===== config.mk =====
export PLATFORM = sky130hd
export DESIGN_NAME = fast_settling_average_filter
export DESIGN_NICKNAME = d
export VERILOG_FILES = /design/src/common/fast_settle_pkg.sv /design/src/logic/fast_settling_average_filter.sv
export SDC_FILE = /design/constraint.sdc
export NUM_CORES = 1
export LEC_CHECK = 0
export BUFFER_PORTS_ARGS = -buffer_cell sky130_fd_sc_hd__clkbuf_2
export CAP_MARGIN = 20
export CORE_MARGIN = 2
export CORE_UTILIZATION = 45
export CTS_CLUSTER_SIZE = 14
export DETAILED_ROUTE_END_ITERATION = 10
export HOLD_SLACK_MARGIN = 0.08
export PLACE_DENSITY_LB_ADDON = 0.3
export SYNTH_ARGS = -nofsm -noshare
export SYNTH_HDL_FRONTEND = slang
export SYNTH_SLANG_ARGS = --single-unit

===== constraint.sdc =====
create_clock -name core_clk -period 7.8 [get_ports core_clk]
set_input_delay 1.17 -clock core_clk [delete_from_list [all_inputs] [get_ports core_clk]]
set_output_delay 1.17 -clock core_clk [all_outputs]
set_load 0.05 [all_outputs]

===== src/common/fast_settle_pkg.sv =====
package fast_settle_pkg;

  // modulator and result widths
  localparam int unsigned MOD_WIDTH       = 24;
  localparam int unsigned RESULT_WIDTH    = 32;
  localparam int unsigned RATE_WIDTH      = 10;
  localparam int unsigned SINC_BLOCK      = 1024;
  localparam int unsigned SINC_BLOCK_LOG2 = 10;
  localparam int unsigned CNT_WIDTH       = 20;
  localparam int unsigned AVG_CNT_WIDTH   = 5;

  // master clock nominal frequency in hz
  localparam int unsigned MASTER_CLOCK_HZ = 4920000;

  // sinc orders; the order adds (order - 1) warm-up sinc words in fast settling
  localparam logic [2:0] SINC3_ORDER = 3'h3;
  localparam logic [2:0] SINC4_ORDER = 3'h4;

  // averaging encodings of {average_select_high, average_select_low}
  localparam logic [1:0] AVG_OFF_CODE = 2'h0;
  localparam logic [1:0] AVG_2_CODE   = 2'h1;
  localparam logic [1:0] AVG_8_CODE   = 2'h2;
  localparam logic [1:0] AVG_16_CODE  = 2'h3;
  localparam logic [4:0] AVG_2_COUNT  = 5'h02;
  localparam logic [4:0] AVG_8_COUNT  = 5'h08;
  localparam logic [4:0] AVG_16_COUNT = 5'h10;
  localparam logic [4:0] AVG_1_COUNT  = 5'h01;

  // chop settles over two output periods
  localparam logic [1:0] CHOP_SETTLE_PERIODS  = 2'h2;
  localparam logic [1:0] PLAIN_SETTLE_PERIODS = 2'h1;

  // reset values
  localparam logic [RESULT_WIDTH-1:0] RESULT_RESET = 32'h0000_0000;

  typedef struct packed {
    logic [RATE_WIDTH-1:0] filter_rate_word;
    logic                  average_select_high;
    logic                  average_select_low;
    logic                  sixty_hz_notch_enable;
    logic                  sinc4_select;
    logic                  chop_enable;
  } filter_config_type;

  typedef struct packed {
    logic [RESULT_WIDTH-1:0] value;
    logic                    settled;
  } result_word_type;

  typedef enum logic [1:0] {
    FILL_STATE   = 2'b00,
    AVERAGE_STATE = 2'b01,
    EMIT_STATE   = 2'b10
  } phase_type;

endpackage : fast_settle_pkg


===== src/logic/fast_settling_average_filter.sv =====
module fast_settling_average_filter
  import fast_settle_pkg::*;
(
  input  wire logic                                    core_clk,
  input  wire logic                                    resetn,
  input  wire logic                                    clk_en,
  input  wire fast_settle_pkg::filter_config_type      cfg,
  input  wire logic                                    channel_change,
  input  wire logic                                    mod_valid,
  input  wire logic signed [fast_settle_pkg::MOD_WIDTH-1:0] mod_sample,
  output logic                                         mod_ready,
  output logic                                         chop_polarity,
  output logic                                         fast_settle_active,
  output fast_settle_pkg::result_word_type             result_data,
  output logic                                         result_valid,
  input  wire logic                                    result_ready
);
  import fast_settle_pkg::*;

  // averaging count from the two select bits
  function automatic logic [4:0] avg_count(input logic [1:0] code);
    logic [4:0] n;
    n = AVG_1_COUNT;
    if (code == AVG_2_CODE) begin
      n = AVG_2_COUNT;
    end else if (code == AVG_8_CODE) begin
      n = AVG_8_COUNT;
    end else if (code == AVG_16_CODE) begin
      n = AVG_16_COUNT;
    end
    return n;
  endfunction : avg_count

  // decimation length of one sinc word in modulator samples taken
  function automatic logic [CNT_WIDTH-1:0] block_len(input logic [RATE_WIDTH-1:0] word);
    return CNT_WIDTH'({word, {SINC_BLOCK_LOG2{1'b0}}});
  endfunction : block_len

  // warm-up words that the sinc order needs before averaging starts
  function automatic logic [4:0] warm_count(input logic fast, input logic sinc4);
    logic [4:0] w;
    w = 5'h00;
    if (fast) begin
      w = (sinc4 ? 5'(SINC4_ORDER) : 5'(SINC3_ORDER)) - 5'h01;
    end
    return w;
  endfunction : warm_count

  // output periods a fresh conversion needs before its result is settled
  function automatic logic [1:0] settle_need(input logic chop);
    logic [1:0] p;
    p = PLAIN_SETTLE_PERIODS;
    if (chop) begin
      p = CHOP_SETTLE_PERIODS;
    end
    return p;
  endfunction : settle_need

  wire [1:0]           avg_code     = {cfg.average_select_high, cfg.average_select_low};
  wire                 fast_on      = (avg_code != AVG_OFF_CODE);
  wire [4:0]           avg_n        = avg_count(avg_code);
  // the sixty hz bit is not read here; words per result stay as order and averaging set them
  wire [4:0]           warm_words   = warm_count(fast_on, cfg.sinc4_select);
  // words per result: warm words ((order - 1) in fast settling, none otherwise) plus avg words
  wire [5:0]           words_total  = 6'(warm_words) + 6'(avg_n);
  wire [CNT_WIDTH-1:0] blk_len      = block_len(cfg.filter_rate_word);
  wire                 word_zero    = (cfg.filter_rate_word == {RATE_WIDTH{1'b0}});

  phase_type                  phase;
  phase_type                  next_phase;
  logic [CNT_WIDTH-1:0]       sample_cnt;
  logic [5:0]                 word_cnt;
  logic signed [47:0]         block_acc;
  logic signed [47:0]         avg_acc;
  logic signed [47:0]         chop_prev;
  logic                       chop_have_prev;
  logic [1:0]                 conv_done;
  logic                       pending_valid;
  result_word_type            pending_word;

  // two-entry output buffer
  result_word_type            buf_mem [0:1];
  logic                       wr_ptr;
  logic                       rd_ptr;
  logic [1:0]                 buf_count;

  wire buf_full   = (buf_count == 2'h2);
  wire buf_push   = pending_valid && !buf_full;
  wire buf_pop    = result_valid && result_ready;
  wire block_end  = (sample_cnt == blk_len - CNT_WIDTH'(1));
  wire take       = mod_valid && mod_ready;
  wire in_avg     = (word_cnt >= 6'(warm_words));
  wire last_word  = (word_cnt == words_total - 6'h01);

  // stall the modulator while a finished result waits for buffer space
  assign mod_ready          = clk_en && !pending_valid && !word_zero;
  assign result_valid       = (buf_count != 2'h0);
  assign result_data        = buf_mem[rd_ptr];
  assign fast_settle_active = fast_on;

  // signed sample with chop polarity removed
  wire signed [47:0]      signed_sample   = chop_polarity ? -48'(mod_sample) : 48'(mod_sample);
  wire signed [47:0]      block_sum       = block_acc + signed_sample;
  wire signed [47:0]      avg_sum         = avg_acc + (in_avg ? block_sum : 48'sh0);
  // chop result averages the two opposite-polarity conversions
  wire signed [47:0]      chop_mean       = (chop_prev + avg_sum) >>> 1;
  // last sample of the last word of a result
  wire                    emit_now        = take && block_end && last_word;
  // a restart in the same cycle wins over a finishing conversion
  wire                    emit_ok         = emit_now && !channel_change;
  wire [1:0]              settle_periods  = settle_need(cfg.chop_enable);
  wire                    conv_full       = (conv_done >= settle_periods);
  // chop needs a pair before its first output, doubling settling
  wire                    chop_gate       = (conv_done + 2'h1 >= settle_periods)
                                            && (!cfg.chop_enable || chop_have_prev);
  wire                    result_made     = emit_ok && chop_gate;
  // accumulators move only on a taken sample that is not a restart
  wire                    sample_step     = take && !channel_change;
  wire                    word_step       = sample_step && block_end;

  // counters wrap at the end of a word and at the end of a result
  wire [CNT_WIDTH-1:0]    next_sample_cnt = block_end ? {CNT_WIDTH{1'b0}} : sample_cnt + CNT_WIDTH'(1);
  wire [5:0]              next_word_cnt   = last_word ? 6'h00 : word_cnt + 6'h01;

  // accumulators restart from zero with each new word or result
  wire signed [47:0]      next_block_acc  = block_end ? 48'sh0 : block_sum;
  wire signed [47:0]      next_avg_acc    = last_word ? 48'sh0 : avg_sum;

  // polarity swaps after every conversion while chop is on
  wire                    next_polarity   = cfg.chop_enable ? !chop_polarity : 1'b0;
  // chop output is the mean of a pair, otherwise the plain sum of the averaging words
  wire [RESULT_WIDTH-1:0] next_value      = RESULT_WIDTH'(cfg.chop_enable ? chop_mean : avg_sum);
  wire [1:0]              next_buf_count  = buf_count + 2'(buf_push) - 2'(buf_pop);

  // phase follows the conversion: warm-up words, averaging, hand-over
  always_comb begin
    next_phase = phase;
    case (phase)
      FILL_STATE: begin
        if (emit_ok) begin
          next_phase = EMIT_STATE;
        end else if (sample_step && in_avg) begin
          next_phase = AVERAGE_STATE;
        end
      end
      AVERAGE_STATE: begin
        if (emit_ok) begin
          next_phase = EMIT_STATE;
        end
      end
      // a skipped chop result leaves nothing to push
      EMIT_STATE: begin
        if (buf_push || !pending_valid) begin
          next_phase = FILL_STATE;
        end
      end
      default: begin
        next_phase = FILL_STATE;
      end
    endcase
    if (channel_change) begin
      next_phase = FILL_STATE;
    end
  end

  always_ff @(posedge core_clk) begin
    if (!resetn) begin
      phase <= FILL_STATE;
    end else if (clk_en) begin
      phase <= next_phase;
    end
  end

  // a channel change restarts the conversion: full settled result next
  always_ff @(posedge core_clk) begin
    if (!resetn) begin
      sample_cnt <= '0;
    end else if (clk_en) begin
      if (channel_change) begin
        sample_cnt <= '0;
      end else if (take) begin
        sample_cnt <= next_sample_cnt;
      end
    end
  end

  always_ff @(posedge core_clk) begin
    if (!resetn) begin
      block_acc <= '0;
    end else if (clk_en) begin
      if (channel_change) begin
        block_acc <= '0;
      end else if (take) begin
        block_acc <= next_block_acc;
      end
    end
  end

  always_ff @(posedge core_clk) begin
    if (!resetn) begin
      word_cnt <= '0;
    end else if (clk_en) begin
      if (channel_change) begin
        word_cnt <= '0;
      end else if (word_step) begin
        word_cnt <= next_word_cnt;
      end
    end
  end

  always_ff @(posedge core_clk) begin
    if (!resetn) begin
      avg_acc <= '0;
    end else if (clk_en) begin
      if (channel_change) begin
        avg_acc <= '0;
      end else if (word_step) begin
        avg_acc <= next_avg_acc;
      end
    end
  end

  // conversions since restart, held once the settling need is met
  always_ff @(posedge core_clk) begin
    if (!resetn) begin
      conv_done <= 2'h0;
    end else if (clk_en) begin
      if (channel_change) begin
        conv_done <= 2'h0;
      end else if (emit_ok && !conv_full) begin
        conv_done <= conv_done + 2'h1;
      end
    end
  end

  // previous conversion kept for the chop pair
  always_ff @(posedge core_clk) begin
    if (!resetn) begin
      chop_prev <= '0;
    end else if (clk_en) begin
      if (emit_ok) begin
        chop_prev <= avg_sum;
      end
    end
  end

  always_ff @(posedge core_clk) begin
    if (!resetn) begin
      chop_have_prev <= 1'b0;
    end else if (clk_en) begin
      if (channel_change) begin
        chop_have_prev <= 1'b0;
      end else if (emit_ok) begin
        chop_have_prev <= cfg.chop_enable;
      end
    end
  end

  always_ff @(posedge core_clk) begin
    if (!resetn) begin
      chop_polarity <= 1'b0;
    end else if (clk_en) begin
      if (emit_ok) begin
        chop_polarity <= next_polarity;
      end
    end
  end

  // a finished result waits here until the buffer takes it
  always_ff @(posedge core_clk) begin
    if (!resetn) begin
      pending_valid <= 1'b0;
    end else if (clk_en) begin
      if (result_made) begin
        pending_valid <= 1'b1;
      end else if (buf_push) begin
        pending_valid <= 1'b0;
      end
    end
  end

  // input steps are invisible here, so every result is flagged settled
  always_ff @(posedge core_clk) begin
    if (!resetn) begin
      pending_word <= '{value: RESULT_RESET, settled: 1'b0};
    end else if (clk_en) begin
      if (result_made) begin
        pending_word <= '{value: next_value, settled: 1'b1};
      end
    end
  end

  // two-entry output buffer
  always_ff @(posedge core_clk) begin
    if (!resetn) begin
      buf_mem[0] <= '{value: RESULT_RESET, settled: 1'b0};
      buf_mem[1] <= '{value: RESULT_RESET, settled: 1'b0};
    end else if (clk_en) begin
      if (buf_push) begin
        buf_mem[wr_ptr] <= pending_word;
      end
    end
  end

  always_ff @(posedge core_clk) begin
    if (!resetn) begin
      wr_ptr <= 1'b0;
    end else if (clk_en) begin
      if (buf_push) begin
        wr_ptr <= !wr_ptr;
      end
    end
  end

  always_ff @(posedge core_clk) begin
    if (!resetn) begin
      rd_ptr <= 1'b0;
    end else if (clk_en) begin
      if (buf_pop) begin
        rd_ptr <= !rd_ptr;
      end
    end
  end

  always_ff @(posedge core_clk) begin
    if (!resetn) begin
      buf_count <= 2'h0;
    end else if (clk_en) begin
      buf_count <= next_buf_count;
    end
  end

endmodule : fast_settling_average_filter


==> results.yml <==
status:
  outcome: "complete, no violations"
placement:
  placed_cell_area_um2: 17200
  place_inst: 2392
  dpl.hpwl_um: 27500
  gp_congestion: 0.919
  port_buffers: 80
synth:
  ys.flop_type: "dfxtp_1"
  ys_async_sr_fraction_pct: 0
  synth_fp_nets: 1959
  netlist.area_leader.share_pct: 21.8
  syn_avg_cell_area_um2: 8.59
  ys_types: 78
  synthCells: 1799
  syn_area_um2: 15500
  yosysSeqAreaShare_pct: 34.6
  yosys_register_bits: 234
  yosys_warnings: 0
  synth_top_cell_by_area: "dfxtp_1"
  ys_top_cells_by_area: "dfxtp_1, edfxtp_1, ha_1"
  synth.most_common_cell: "nand2_1"
  synth_edf_count: 66
  synth_common_cells: "nand2_1, dfxtp_1, nor2_1, a21oi_1"
route:
  ant_nets: 0
  firstDrtPassIters: 5
  finalWirelength_um: 38000
  wl_per_cell_um: 15.5
  drc: 0
  dr.first_iter.drc_count: 837
  num_vias: 13400
  via_per_inst: 5.51
clock_tree:
  clk_root_buffer_cell: "clkbuf_16"
  clock_sinks: 234
  numCtsBuffers: 26
  worstSkewPairLatency_ps: 540
  clkTransAtPathRegs_ps: 60
  htree_levels: 1
  cts_max_path_buffers: 3
  cts_tree: "built"
global_route:
  grt_antenna_before_repair: 0
  grt_max_degree: 100
  grt_util_all_layers_pct: 20.9
  grt_overflow_total: 0
  grt_pass1_vias: 12800
  grt_pass1_wl_um: 63200
sta:
  fin_skew_ps: 13.8
  timing.fmax_mhz: 137
  fin_crit_sh_pct: 93.8
  finalMaxSlewViolations: 0
  hold_viol: 0
  slew_headroom_pct: 25.3
  worstMarginPinSlew_ps: 1120
  post-route-min-period_ps: 7320
  setup_viol: 0
power_and_ir_drop:
  leakage_nw: 7.75
  cellPowerDensity_nw_per_um2: 161
  peakVddDrop_mv: 0.137
  power_mw: 2.94
cells_and_area:
  fillers: 3141
  layout-drive-gt1-share_pct: 17.5
  diodes: 0
  stdcell_area_um2: 18300
  stdcell_count: 2443
  layout.nets: 2135
  synthToLayoutAreaGrowth_pct: 18.2
worst_setup_path:
  crit_top_cell: "a21oi_1"
  cp_data_arrival_time_ps: 7690
  end_kind: "register"
  path_delay_family: "compound AO/OA/AOI/OAI gates"
  cp_max_fo: 5
  cp_num_buf_inv: 6
  start_kind: "primary input"
  cp_slowest_cell: "a221o_1"
  cp.required_ps: 8180
  crit_type: "primary input to register"
  max_stage_delay_ps: 410
die:
  std_cell_rows: 67
  initial_utilization_pct: 45.9
  coreArea_um2: 33700
  fp.dieH_um: 189
  pin_count: 82
  die-area_um2: 35800
  dieWidth_um: 189
run:
  cap_violations: 0
hold_path:
  hp-class: "register to register"
[logic make-up after synthesis]
group           after synthesis  share of synthesized area (%)
simple gates                650                           20.9
compound gates              510                           21.0
flops                       234                           34.6
xor+xnor                    128                           7.34
buf+inv                     116                           3.42
fa+ha+maj                   115                           9.46
mux                          46                           3.25
[metrics by stage]
stage	hold slack, ps	worst slack, ps	setup TNS [ps]	utilization, %
CTS	457	182	0	53.7
global route	466	-101	-185	54.2
detailed placement	445	-365	-656	50.9
floorplan	430	509	0	-
finish	458	484	0	54.2
global placement	443	-199	-365	50.9
[final timing paths]
kind / from / endpoint / slack (ps) / cells past startpoint
max: mod_sample[1] / pending_word[32]$_SDFFE_PN0P_ / 480 / 37
max reg2reg: chop_polarity$_SDFFE_PN0P_ / pending_word[30]$_SDFFE_PN0P_ / 930 / 27
min: chop_prev[18]$_SDFFE_PN0P_ / chop_prev[18]$_SDFFE_PN0P_ / 460 / 2
min reg2reg: chop_prev[18]$_SDFFE_PN0P_ / chop_prev[18]$_SDFFE_PN0P_ / 460 / 2
[layer usage]
layer  track usage (%)  wire (um)  part of all wire (%)  vias up
met5                 0          0                     0        -
met4              4.35        601                   1.6        0
met3              1.96       1650                   4.4       44
met2              34.2      17000                    45      274
met1              30.1      18800                    49     6286
li1                  -          -                     -     6845
[final cells by class]
class	instances	area (um^2)	share of cell area (%)
timing repair buffer	230	1570	8.61
sequential	234	5350	29.3
clock buffer	31	679	3.72
clock inverter	17	255	1.40
tap	448	561	3.07
inverter	34	128	0.698
multi-input combinational	1449	9730	53.3
[tightest hold or removal path: stages, from the launching register on]
cell and delay (ps):
dfxtp_1 310, nand2_1 50, a21oi_1 50
[state kept, by name (all words and copies together), names as in the netlist, 2 cells and up, named ones only]
name and count:
avg_acc 33, block_acc 33, buf_count 2, buf_mem 66, chop_prev 33, conv_done 2, pending_word 33, sample_cnt 20
word_cnt 6
[layout by cell type, fill, tap and decap left out, drive strengths merged, types with 29 or more instances in the layout]
cell,Yosys,final
and3,29,29
xnor2,97,97
nor2,162,162
a21o,40,40
dfxtp,168,168
xor2,30,30
a211oi,33,33
ha,112,112
nand3,34,34
nor3,38,38
o21ai,117,117
edfxtp,66,66
a21oi,155,155
mux2,34,34
buf,28,150
nand2,181,181
and2,99,99
inv,33,34
clkbuf,54,111
[report_power, final]
group          switching [mW]  total, mW  internal [mW]
combinational           0.205      0.334          0.129
sequential            0.00574       1.27           1.27
clock                   0.507       1.33          0.823
[repair_timing]
action / 4_1_cts / 5_1_grt
resized for setup: 0 / 26
setup buffers: 0 / 1
hold buffers: 0 / 0
setup endpoints to repair: 0 / 7
(Power assumes the default switching activity.)
